## config.mk

```make
export PLATFORM = sky130hd
export DESIGN_NAME = hie_event_reg
export DESIGN_NICKNAME = d
export VERILOG_FILES = /design/src/logic/hie_event_reg.v
export VERILOG_INCLUDE_DIRS = /design/src /design/src/logic
export SDC_FILE = /design/constraint.sdc
export NUM_CORES = 1
export LEC_CHECK = 0
export BUFFER_PORTS_ARGS = -buffer_cell sky130_fd_sc_hd__buf_2
export CORE_MARGIN = 10
export CORE_UTILIZATION = 60
export DETAILED_ROUTE_END_ITERATION = 6
export PLACE_DENSITY = 0.95
export SLEW_MARGIN = 5
export SYNTH_ARGS = -nofsm -noshare
export SYNTH_HDL_FRONTEND = slang
export SYNTH_SLANG_ARGS = --single-unit
export TNS_END_PERCENT = 10
```

## constraint.sdc

```tcl
create_clock -name ref_clk -period 8.3 [get_ports ref_clk]
set_input_delay 1.66 -clock ref_clk [delete_from_list [all_inputs] [get_ports ref_clk]]
set_output_delay 1.66 -clock ref_clk [all_outputs]
set_load 0.01 [all_outputs]
```

## src/logic/hie_consts.vh

```
// Constants of the host interrupt event register block
// Assumes inclusion by bare name from the design file
`ifndef HIE_CONSTS_VH
`define HIE_CONSTS_VH
`define HIE_OFS_EVT_SET     8'h80
`define HIE_OFS_EVT_CLR     8'h84
`define HIE_OFS_MASK_SET    8'h88
`define HIE_OFS_MASK_CLR    8'h8c
`define HIE_OFS_HOST_CTL    8'h50
`define HIE_OFS_LINK_CTL    8'he0
`define HIE_OFS_PHY_CTL     8'hec
`define HIE_OFS_GPIO_CTL    8'hfc
`define HIE_BIT_RSVD31      31
`define HIE_BIT_VENDOR      30
`define HIE_BIT_SOFT        29
`define HIE_BIT_RSVD28      28
`define HIE_BIT_LATE_ACK    27
`define HIE_BIT_PHY_REG     26
`define HIE_BIT_OVERRUN     25
`define HIE_BIT_FATAL       24
`define HIE_BIT_LATE_EN     29
`define HIE_BIT_ROOT_EN     21
`define HIE_BIT_GP_EN_HI    31
`define HIE_BIT_GP_EN_LO    23
`define HIE_PHY_BYTE_LSB    16
`define HIE_EVT_MASK        32'h6f000000
`define HIE_EVT_RESET       32'h00000000
`define HIE_MASK_RESET      32'h00000000
`define HIE_CYCLE_LIMIT_US  125
`define HIE_CLK_MHZ         250
`endif

```

## src/logic/hie_event_reg.v

```verilog
// Interrupt event register with set/clear ports, mask and a cycle overrun timer
// Assumes a single-cycle register port and on-chip event sources on ref_clk
`timescale 1ns/1ps
`include "hie_consts.vh"
module hie_event_reg #(
  parameter CYCLE_LIMIT = `HIE_CYCLE_LIMIT_US * `HIE_CLK_MHZ
) (
  input  wire        ref_clk,
  input  wire        reset,
  input  wire [7:0]  reg_addr,
  input  wire [31:0] reg_wdata,
  input  wire        reg_wr,
  input  wire        reg_rd,
  output reg  [31:0] reg_rdata,
  input  wire        gp_irq_upper,
  input  wire        gp_irq_lower,
  input  wire        rx_fifo_pending,
  input  wire        phys_resp_busy,
  input  wire        ack_tardy_sent,
  input  wire        phy_byte_valid,
  input  wire [7:0]  phy_byte,
  input  wire        cycle_start_tx,
  input  wire        subaction_gap_end,
  input  wire        fatal_stop,
  input  wire        fatal_ctx,
  output reg         irq,
  output reg         root_cycle_source_enable
);

////////////////////////////////////////////////////////////////////////////////
// Sources: pins synchronised, then edge-detected

reg  [1:0]  gp_hi_s1_r;
reg  [1:0]  gp_hi_s2_r;
reg  [7:0]  src_prev_r;
reg  [31:0] event_r;
reg  [31:0] mask_r;
reg         late_ack_event_enable;
reg         gp_irq_enable_upper;
reg         gp_irq_enable_lower;
reg  [7:0]  phy_byte_r;
reg         cyc_run_r;
reg  [31:0] cyc_cnt_r;
wire [31:0] src_lvl;
wire [31:0] src_edge;
wire [31:0] wr_set;
wire [31:0] wr_clr;
wire [31:0] event_nxt;
wire [31:0] block_mask;
wire        cycle_overrun_event;
reg  [31:0] rdata_nxt;
wire [31:0] mask_set;
wire [31:0] mask_clr;
wire [31:0] mask_nxt;
wire [31:0] ctx_block_bits;
wire        host_ctl_wr;
wire        link_ctl_wr;
wire        gpio_ctl_wr;

function [31:0] hie_strobe;
  input [7:0]  a;
  input [7:0]  ofs;
  input        wr;
  input [31:0] d;
  begin
    hie_strobe = (wr && a == ofs) ? d : 32'h00000000;
  end
endfunction

function hie_hit;
  input [7:0] a;
  input [7:0] ofs;
  input       en;
  begin
    hie_hit = en && (a == ofs);
  end
endfunction

function [31:0] hie_bit;
  input integer pos;
  begin
    hie_bit = 32'h00000001 << pos;
  end
endfunction

always @(posedge ref_clk or posedge reset) begin
  if (reset) begin
    gp_hi_s1_r <= 2'h0;
  end else begin
    gp_hi_s1_r <= {gp_irq_upper, gp_irq_lower};
  end
end

// Only this stage reads the first one
always @(posedge ref_clk or posedge reset) begin
  if (reset) begin
    gp_hi_s2_r <= 2'h0;
  end else begin
    gp_hi_s2_r <= gp_hi_s1_r;
  end
end

wire vendor_gp_event = (gp_hi_s2_r[1] & gp_irq_enable_upper) |
                       (gp_hi_s2_r[0] & gp_irq_enable_lower);
wire late_ack_src = late_ack_event_enable &
                    (rx_fifo_pending | phys_resp_busy | ack_tardy_sent);

// Level of each hardware source, in event bit order
assign src_lvl[`HIE_BIT_RSVD31]   = 1'b0;
assign src_lvl[`HIE_BIT_VENDOR]   = vendor_gp_event;
assign src_lvl[`HIE_BIT_SOFT]     = 1'b0;
assign src_lvl[`HIE_BIT_RSVD28]   = 1'b0;
assign src_lvl[`HIE_BIT_LATE_ACK] = late_ack_src;
assign src_lvl[`HIE_BIT_PHY_REG]  = phy_byte_valid;
assign src_lvl[`HIE_BIT_OVERRUN]  = cycle_overrun_event;
assign src_lvl[`HIE_BIT_FATAL]    = fatal_stop;
assign src_lvl[23:0]              = 24'h000000;

always @(posedge ref_clk or posedge reset) begin
  if (reset) begin
    src_prev_r <= 8'h00;
  end else begin
    src_prev_r <= src_lvl[31:24];
  end
end

assign src_edge = {src_lvl[31:24] & ~src_prev_r, 24'h000000};

////////////////////////////////////////////////////////////////////////////////
// Cycle overrun timer

// Strictly more than the limit, so a gap ending right on it is no overrun
assign cycle_overrun_event = cyc_run_r && (cyc_cnt_r > CYCLE_LIMIT) &&
                             root_cycle_source_enable;

// Run flag: armed by a cycle start, dropped at the gap end, on overrun or while the root cycle source is disabled
always @(posedge ref_clk or posedge reset) begin
  if (reset) begin
    cyc_run_r <= 1'b0;
  end else if (!root_cycle_source_enable || cycle_overrun_event) begin
    cyc_run_r <= 1'b0;
  end else if (cycle_start_tx) begin
    cyc_run_r <= 1'b1;
  end else if (subaction_gap_end) begin
    cyc_run_r <= 1'b0;
  end
end

// Elapsed cycles since the last cycle start
always @(posedge ref_clk or posedge reset) begin
  if (reset) begin
    cyc_cnt_r <= 32'h00000000;
  end else if (!root_cycle_source_enable || cycle_overrun_event || cycle_start_tx) begin
    cyc_cnt_r <= 32'h00000000;
  end else if (cyc_run_r && !subaction_gap_end) begin
    cyc_cnt_r <= cyc_cnt_r + 32'h00000001;
  end
end

////////////////////////////////////////////////////////////////////////////////
// Event and mask registers

assign wr_set = hie_strobe(reg_addr, `HIE_OFS_EVT_SET, reg_wr, reg_wdata);
assign wr_clr = hie_strobe(reg_addr, `HIE_OFS_EVT_CLR, reg_wr, reg_wdata);

// Only bit 24 context is modelled; its blocked events are the late-ack and PHY ones
assign ctx_block_bits = hie_bit(`HIE_BIT_LATE_ACK) | hie_bit(`HIE_BIT_PHY_REG);
assign block_mask     = (event_r[`HIE_BIT_FATAL] && fatal_ctx) ?
                        ctx_block_bits : 32'h00000000;

// Set wins over clear in the same cycle
assign event_nxt = (((event_r & ~wr_clr) | wr_set | (src_edge & ~block_mask)) &
                    `HIE_EVT_MASK);

always @(posedge ref_clk or posedge reset) begin
  if (reset) begin
    event_r <= `HIE_EVT_RESET;
  end else begin
    event_r <= event_nxt;
  end
end

// Mask set beats mask clear in the same cycle
assign mask_set = hie_strobe(reg_addr, `HIE_OFS_MASK_SET, reg_wr, reg_wdata);
assign mask_clr = hie_strobe(reg_addr, `HIE_OFS_MASK_CLR, reg_wr, reg_wdata);
assign mask_nxt = (mask_r & ~mask_clr) | mask_set;

always @(posedge ref_clk or posedge reset) begin
  if (reset) begin
    mask_r <= `HIE_MASK_RESET;
  end else begin
    mask_r <= mask_nxt;
  end
end

////////////////////////////////////////////////////////////////////////////////
// Control registers

assign host_ctl_wr = hie_hit(reg_addr, `HIE_OFS_HOST_CTL, reg_wr);
assign link_ctl_wr = hie_hit(reg_addr, `HIE_OFS_LINK_CTL, reg_wr);
assign gpio_ctl_wr = hie_hit(reg_addr, `HIE_OFS_GPIO_CTL, reg_wr);

always @(posedge ref_clk or posedge reset) begin
  if (reset) begin
    late_ack_event_enable <= 1'b0;
  end else if (host_ctl_wr) begin
    late_ack_event_enable <= reg_wdata[`HIE_BIT_LATE_EN];
  end
end

always @(posedge ref_clk or posedge reset) begin
  if (reset) begin
    gp_irq_enable_upper <= 1'b0;
    gp_irq_enable_lower <= 1'b0;
  end else if (gpio_ctl_wr) begin
    gp_irq_enable_upper <= reg_wdata[`HIE_BIT_GP_EN_HI];
    gp_irq_enable_lower <= reg_wdata[`HIE_BIT_GP_EN_LO];
  end
end

// Overrun beats a software write in the same cycle
always @(posedge ref_clk or posedge reset) begin
  if (reset) begin
    root_cycle_source_enable <= 1'b0;
  end else if (cycle_overrun_event) begin
    root_cycle_source_enable <= 1'b0;
  end else if (link_ctl_wr) begin
    root_cycle_source_enable <= reg_wdata[`HIE_BIT_ROOT_EN];
  end
end

always @(posedge ref_clk or posedge reset) begin
  if (reset) begin
    phy_byte_r <= 8'h00;
  end else if (phy_byte_valid) begin
    phy_byte_r <= phy_byte;
  end
end

////////////////////////////////////////////////////////////////////////////////
// Read port and interrupt

always @* begin
  rdata_nxt = 32'h00000000;
  case (reg_addr)
    `HIE_OFS_EVT_SET,
    `HIE_OFS_EVT_CLR:  rdata_nxt = event_r & mask_r & `HIE_EVT_MASK;
    `HIE_OFS_MASK_SET,
    `HIE_OFS_MASK_CLR: rdata_nxt = mask_r;
    `HIE_OFS_HOST_CTL: rdata_nxt[`HIE_BIT_LATE_EN] = late_ack_event_enable;
    `HIE_OFS_LINK_CTL: rdata_nxt[`HIE_BIT_ROOT_EN] = root_cycle_source_enable;
    `HIE_OFS_PHY_CTL:  rdata_nxt[`HIE_PHY_BYTE_LSB+7:`HIE_PHY_BYTE_LSB] = phy_byte_r;
    `HIE_OFS_GPIO_CTL: begin
      rdata_nxt[`HIE_BIT_GP_EN_HI] = gp_irq_enable_upper;
      rdata_nxt[`HIE_BIT_GP_EN_LO] = gp_irq_enable_lower;
    end
    default:           rdata_nxt = 32'h00000000;
  endcase
end

always @(posedge ref_clk or posedge reset) begin
  if (reset) begin
    reg_rdata <= 32'h00000000;
  end else if (reg_rd) begin
    reg_rdata <= rdata_nxt;
  end else begin
    reg_rdata <= 32'h00000000;
  end
end

// Follows the next event and mask state, so irq agrees with a read
always @(posedge ref_clk or posedge reset) begin
  if (reset) begin
    irq <= 1'b0;
  end else begin
    irq <= |(event_nxt & mask_nxt);
  end
end

endmodule

```

==> impl.org <==
** Route
- Routed Antenna Nets :: 0
- In the routed design, unresolved DRC markers number 0.
- The pre-antenna-repair detailed-routing pass consisted of 4 iterations.
- Post-Route WL :: 13700 µm
- Via density per instance :: 6.09
- Vias :: 4244
- For this block, the initial DRC count from the detailed router was 268.
- In the final routed layout, each cell accounts on average for 19.7 µm.

** Worst setup path
- Walking the worst path, the cells encountered are buf_2 > nor4b_2 > and4_1 > nand2_1 > a21bo_2 > or4b_1.
- The critical path is of the in2reg type.
- STA classifies the critical path startpoint as an input port.
- Slowest stage cell, crit path :: sky130_fd_sc_hd__and4_1
- Req. time, crit path :: 8750 ps
- The worst register-to-register path has a setup slack of 5790 ps.
- Worst reg2reg path depth :: 6
- The worst register-to-register path ends at cyc_cnt_r[1].
- For this run, the slowest stage of the critical path takes 1140 ps.
- Data arrives at the worst endpoint at 4390 ps.
- Peak fanout along the critical path :: 30
- The startpoint identified for the worst register-to-register timing path is cyc_cnt_r[25].
- The worst setup path is captured at a flop.

** Yosys
- Number of flops mapped to enable cells by yosys :: 0
- Cells taking the most area after synthesis :: sky130_fd_sc_hd__dfrtp_1, sky130_fd_sc_hd__a22o_1, sky130_fd_sc_hd__nand2_1, sky130_fd_sc_hd__nor2_1, sky130_fd_sc_hd__xnor2_1
- The largest total area in the synthesized netlist belongs to sky130_fd_sc_hd__dfrtp_1.
- Seq cells post-synth :: 125
- Number of library cell types mapped by synthesis :: 57
- Counting flops with an async set or reset pin after synthesis yields a share of 100%.
- In the synthesized netlist the dominant register cell turns out to be sky130_fd_sc_hd__dfrtp_1.
- Cells after Synth :: 479
- Post-synthesis net count :: 543
- The share of synthesized area in the top cell type comes to 58.4%.
- Sequential elements use 58.4% of the synthesized area.
- In this run the cell area of the synthesized design comes to 5360 µm².
- During synthesis, Yosys emitted a total of 0 warnings.
- A synthesized cell averages 11.2 µm².

** Run
- Max-cap violations in this run came to 0.

** Floorplanning
- Vertical die dimension :: 115 µm
- The floorplan step set the die width to 115 µm.
- Initial Utilization :: 61.4%
- Core area :: 8720 µm²
- Row count :: 34
- For this design the top-level I/O count stands at 96.
- Full die area :: 13100 µm²

** Worst hold path
- Endpoint with the worst hold slack :: gp_hi_s2_r[0]
- The worst hold path was traced through 0 stages.
- Hold Path Origin :: gp_hi_s1_r[0]
- The min-delay analysis places its worst path in the category reg2reg.

** Outcome
- Outcome :: finished, final reports clean

** Clocking
- Clock tree synthesis inserted a total of 17 buffers.
- Once the clock tree was built, the setup fixing pass inserted 0 buffers.
- Maximum number of buffers from clock root to sink :: 2
- TritonCTS clock tree :: yes
- Once the clock tree was built, the resizer swapped 0 gates to a different size.
- After clock tree synthesis, the clock-pin slew on the worst setup and hold paths is 60 ps.
- Hold buffer count at cts :: 0
- At the later pin of the worst-skew pair, clock insertion delay measures 520 ps.
- Clock net sink count :: 125
- H-tree lvl count :: 4
- The tree is rooted in a sky130_fd_sc_hd__clkbuf_8.

** Layout
- In the final layout, flip-flops and latches occupy 3130 µm².
- Area occupied by multi-input gates :: 2100 µm²
- Relative to the synthesized area, the layout overhead comes to 21.0%.
- The repair_antennas step left the layout with diodes totalling 0.
- Number of fillers in the final layout :: 514
- Total number of nets in the final design :: 640
- Summing all non-filler instances in the final layout gives an area of 6480 µm².
- Fraction of final layout cells with drive strength greater than 1 :: 25.8%

** Timing
- Relative slew margins :: 19.7%
- For the pin with the worst max-slew slack, the measured transition is 1200 ps.
- The worst path needs 3940 ps of the cycle, external delays included.
- In the final timing run, aggregate negative setup slack is 0 ps.
- Setup violations remaining at the end of the flow were counted as 0.
- Final number of hold-violating endpoints :: 0
- For this run, the top clock speed supported by timing is 254 MHz.
- The final-report max-slew violation count is 0.
- For the final database, setup skew stands at 7.58 ps.
- Setup repair after global routing missed its margin :: no
- Post-route clock period utilization :: 47.4%

** Place
- Estimated wirelength of the detail-placed design :: 8970 µm
- Port Buffer Count :: 95
- Global placer's final weighted congestion :: 0.869
- Summing all placed instances gives a cell area of 5910 µm².

** Pwr
- Static power due to leakage :: 3.00 nW
- Power spread over the standard cell area amounts to 219 nW/µm².
- Largest voltage drop on the vdd net :: 0.000165 V

** Global routing
- The first global-routing pass estimated 22900 µm of wire.
- Total global-route track usage :: 21.6%
- Initial antenna violation count :: 0
- Summed over all layers, the global routing overflow is 0.
- Vias in the first global route :: 4628
- Largest net degree at the start of global routing :: 83
==> through the flow <==
step	hold slack, ps	setup slack, ps	cells	total power [mW]	utilization [%]
after global placement	334	4010	665	0.712	67.8
after floorplan	331	3310	479	0.682	-
final	364	4360	697	1.42	74.3
after CTS	366	4410	697	1.42	74.3
after global routing	377	4140	697	1.46	74.3
after detailed placement	339	3920	665	0.715	67.8
==> power by group <==
group	switching (mW)	internal, mW	total [mW]
clock network	0.293	0.419	0.712
logic	0.0400	0.0286	0.0685
registers	0.0106	0.627	0.638
==> synthesized netlist by cell type (all sizes together) (2+ instances only) <==
cell type / instances
nand4b: 2
nand3: 14
dfrtp: 125
or4b: 3
nor2: 48
ha: 2
nand4: 19
nor3: 14
a32oi: 3
a21oi: 6
and4: 7
a41oi: 2
and2: 21
inv: 11
and3: 3
a21boi: 2
buf: 3
mux2: 13
a22o: 37
nand2: 51
o21ai: 7
xor2: 10
clkbuf: 17
nor2b: 5
nor4b: 2
xnor2: 17
nand2b: 2
nor4: 5
o211ai: 2
o31ai: 7
==> kinds of logic after synthesis <==
logic type,after synthesis,synth area share (%)
AOI/OAI and AO/OA,75,11.3
buffers and inverters,31,2.36
muxes,14,2.92
adders and majority gates,2,0.467
DFF,125,58.4
and+or+nand+nor,205,20.1
xor gates and xnor gates,27,4.41
==> worst max path at each step <==
stage,start,to,cells past startpoint
floorplan,reset,cyc_cnt_r[0],1
global placement,reg_addr[6],irq,6
detailed placement,reg_addr[6],irq,6
CTS,reg_addr[6],irq,6
global route,reg_addr[6],irq,6
finish,reg_addr[6],irq,6
==> cells in the final DEF (no fill, tap or decap), types with 2 or more instances in the layout <==
master and n:
sky130_fd_sc_hd__a22o_1 37, sky130_fd_sc_hd__and3_1 3, sky130_fd_sc_hd__nor2b_1 5, sky130_fd_sc_hd__xor2_1 10, sky130_fd_sc_hd__nand2_1 51, sky130_fd_sc_hd__buf_4 3, sky130_fd_sc_hd__a21boi_0 2, sky130_fd_sc_hd__dfrtp_1 125
sky130_fd_sc_hd__o21ai_0 7, sky130_fd_sc_hd__clkbuf_8 3, sky130_fd_sc_hd__nor3_1 13, sky130_fd_sc_hd__and2_1 20, sky130_fd_sc_hd__nor4_1 5, sky130_fd_sc_hd__nand2b_1 2, sky130_fd_sc_hd__nor2_1 48, sky130_fd_sc_hd__nand4_1 19
sky130_fd_sc_hd__a32oi_1 3, sky130_fd_sc_hd__xnor2_1 17, sky130_fd_sc_hd__and4_1 7, sky130_fd_sc_hd__mux2_2 13, sky130_fd_sc_hd__nand3_1 14, sky130_fd_sc_hd__nand4b_1 2, sky130_fd_sc_hd__o31ai_1 6, sky130_fd_sc_hd__inv_6 3
sky130_fd_sc_hd__or4b_1 2, sky130_fd_sc_hd__clkbuf_16 16, sky130_fd_sc_hd__inv_1 10, sky130_fd_sc_hd__o211ai_1 2, sky130_fd_sc_hd__a21oi_1 6, sky130_fd_sc_hd__clkinvlp_4 4, sky130_fd_sc_hd__a41oi_1 2, sky130_fd_sc_hd__ha_1 2
sky130_fd_sc_hd__clkinv_4 4, sky130_fd_sc_hd__buf_2 95
==> area by class of cell <==
type / count / share of cell area, %
Sequential cell: 125 / 48.2
Multi-Input combinational cell: 323 / 32.5
Timing Repair Buffer: 98 / 7.68
Clock buffer: 19 / 6.81
Tap cell: 108 / 2.08
Clock inverter: 13 / 2.05
Inverter: 11 / 0.675
==> layer usage <==
metal | wire [µm] | share of wire (%) | track usage (%) | vias up
met1 | 5350 | 39 | 25.9 | 2110
li1 | - | - | - | 1912
met3 | 1080 | 7.8 | 6.45 | 31
met2 | 6980 | 51 | 35.4 | 191
met5 | 0 | 0 | 0 | -
met4 | 324 | 2.4 | 9.27 | 0
==> registers in the layout, summed over array words and instances, names as in the netlist <==
signal	flops
gp_hi_s2_r	2
cyc_cnt_r	32
irq	1
reg_rdata	32
gp_irq_enable_lower	1
late_ack_event_enable	1
gp_hi_s1_r	2
cyc_run_r	1
root_cycle_source_enable	1
mask_r	32
phy_byte_r	8
event_r	6
src_prev_r	5
gp_irq_enable_upper	1
==> worst max-delay path: cells and delay by family <==
family / cells / cell delay, ps
compound gates: 1 / 250
buf+inv: 1 / 120
simple gates: 4 / 2350
(Power assumes the default switching activity.)
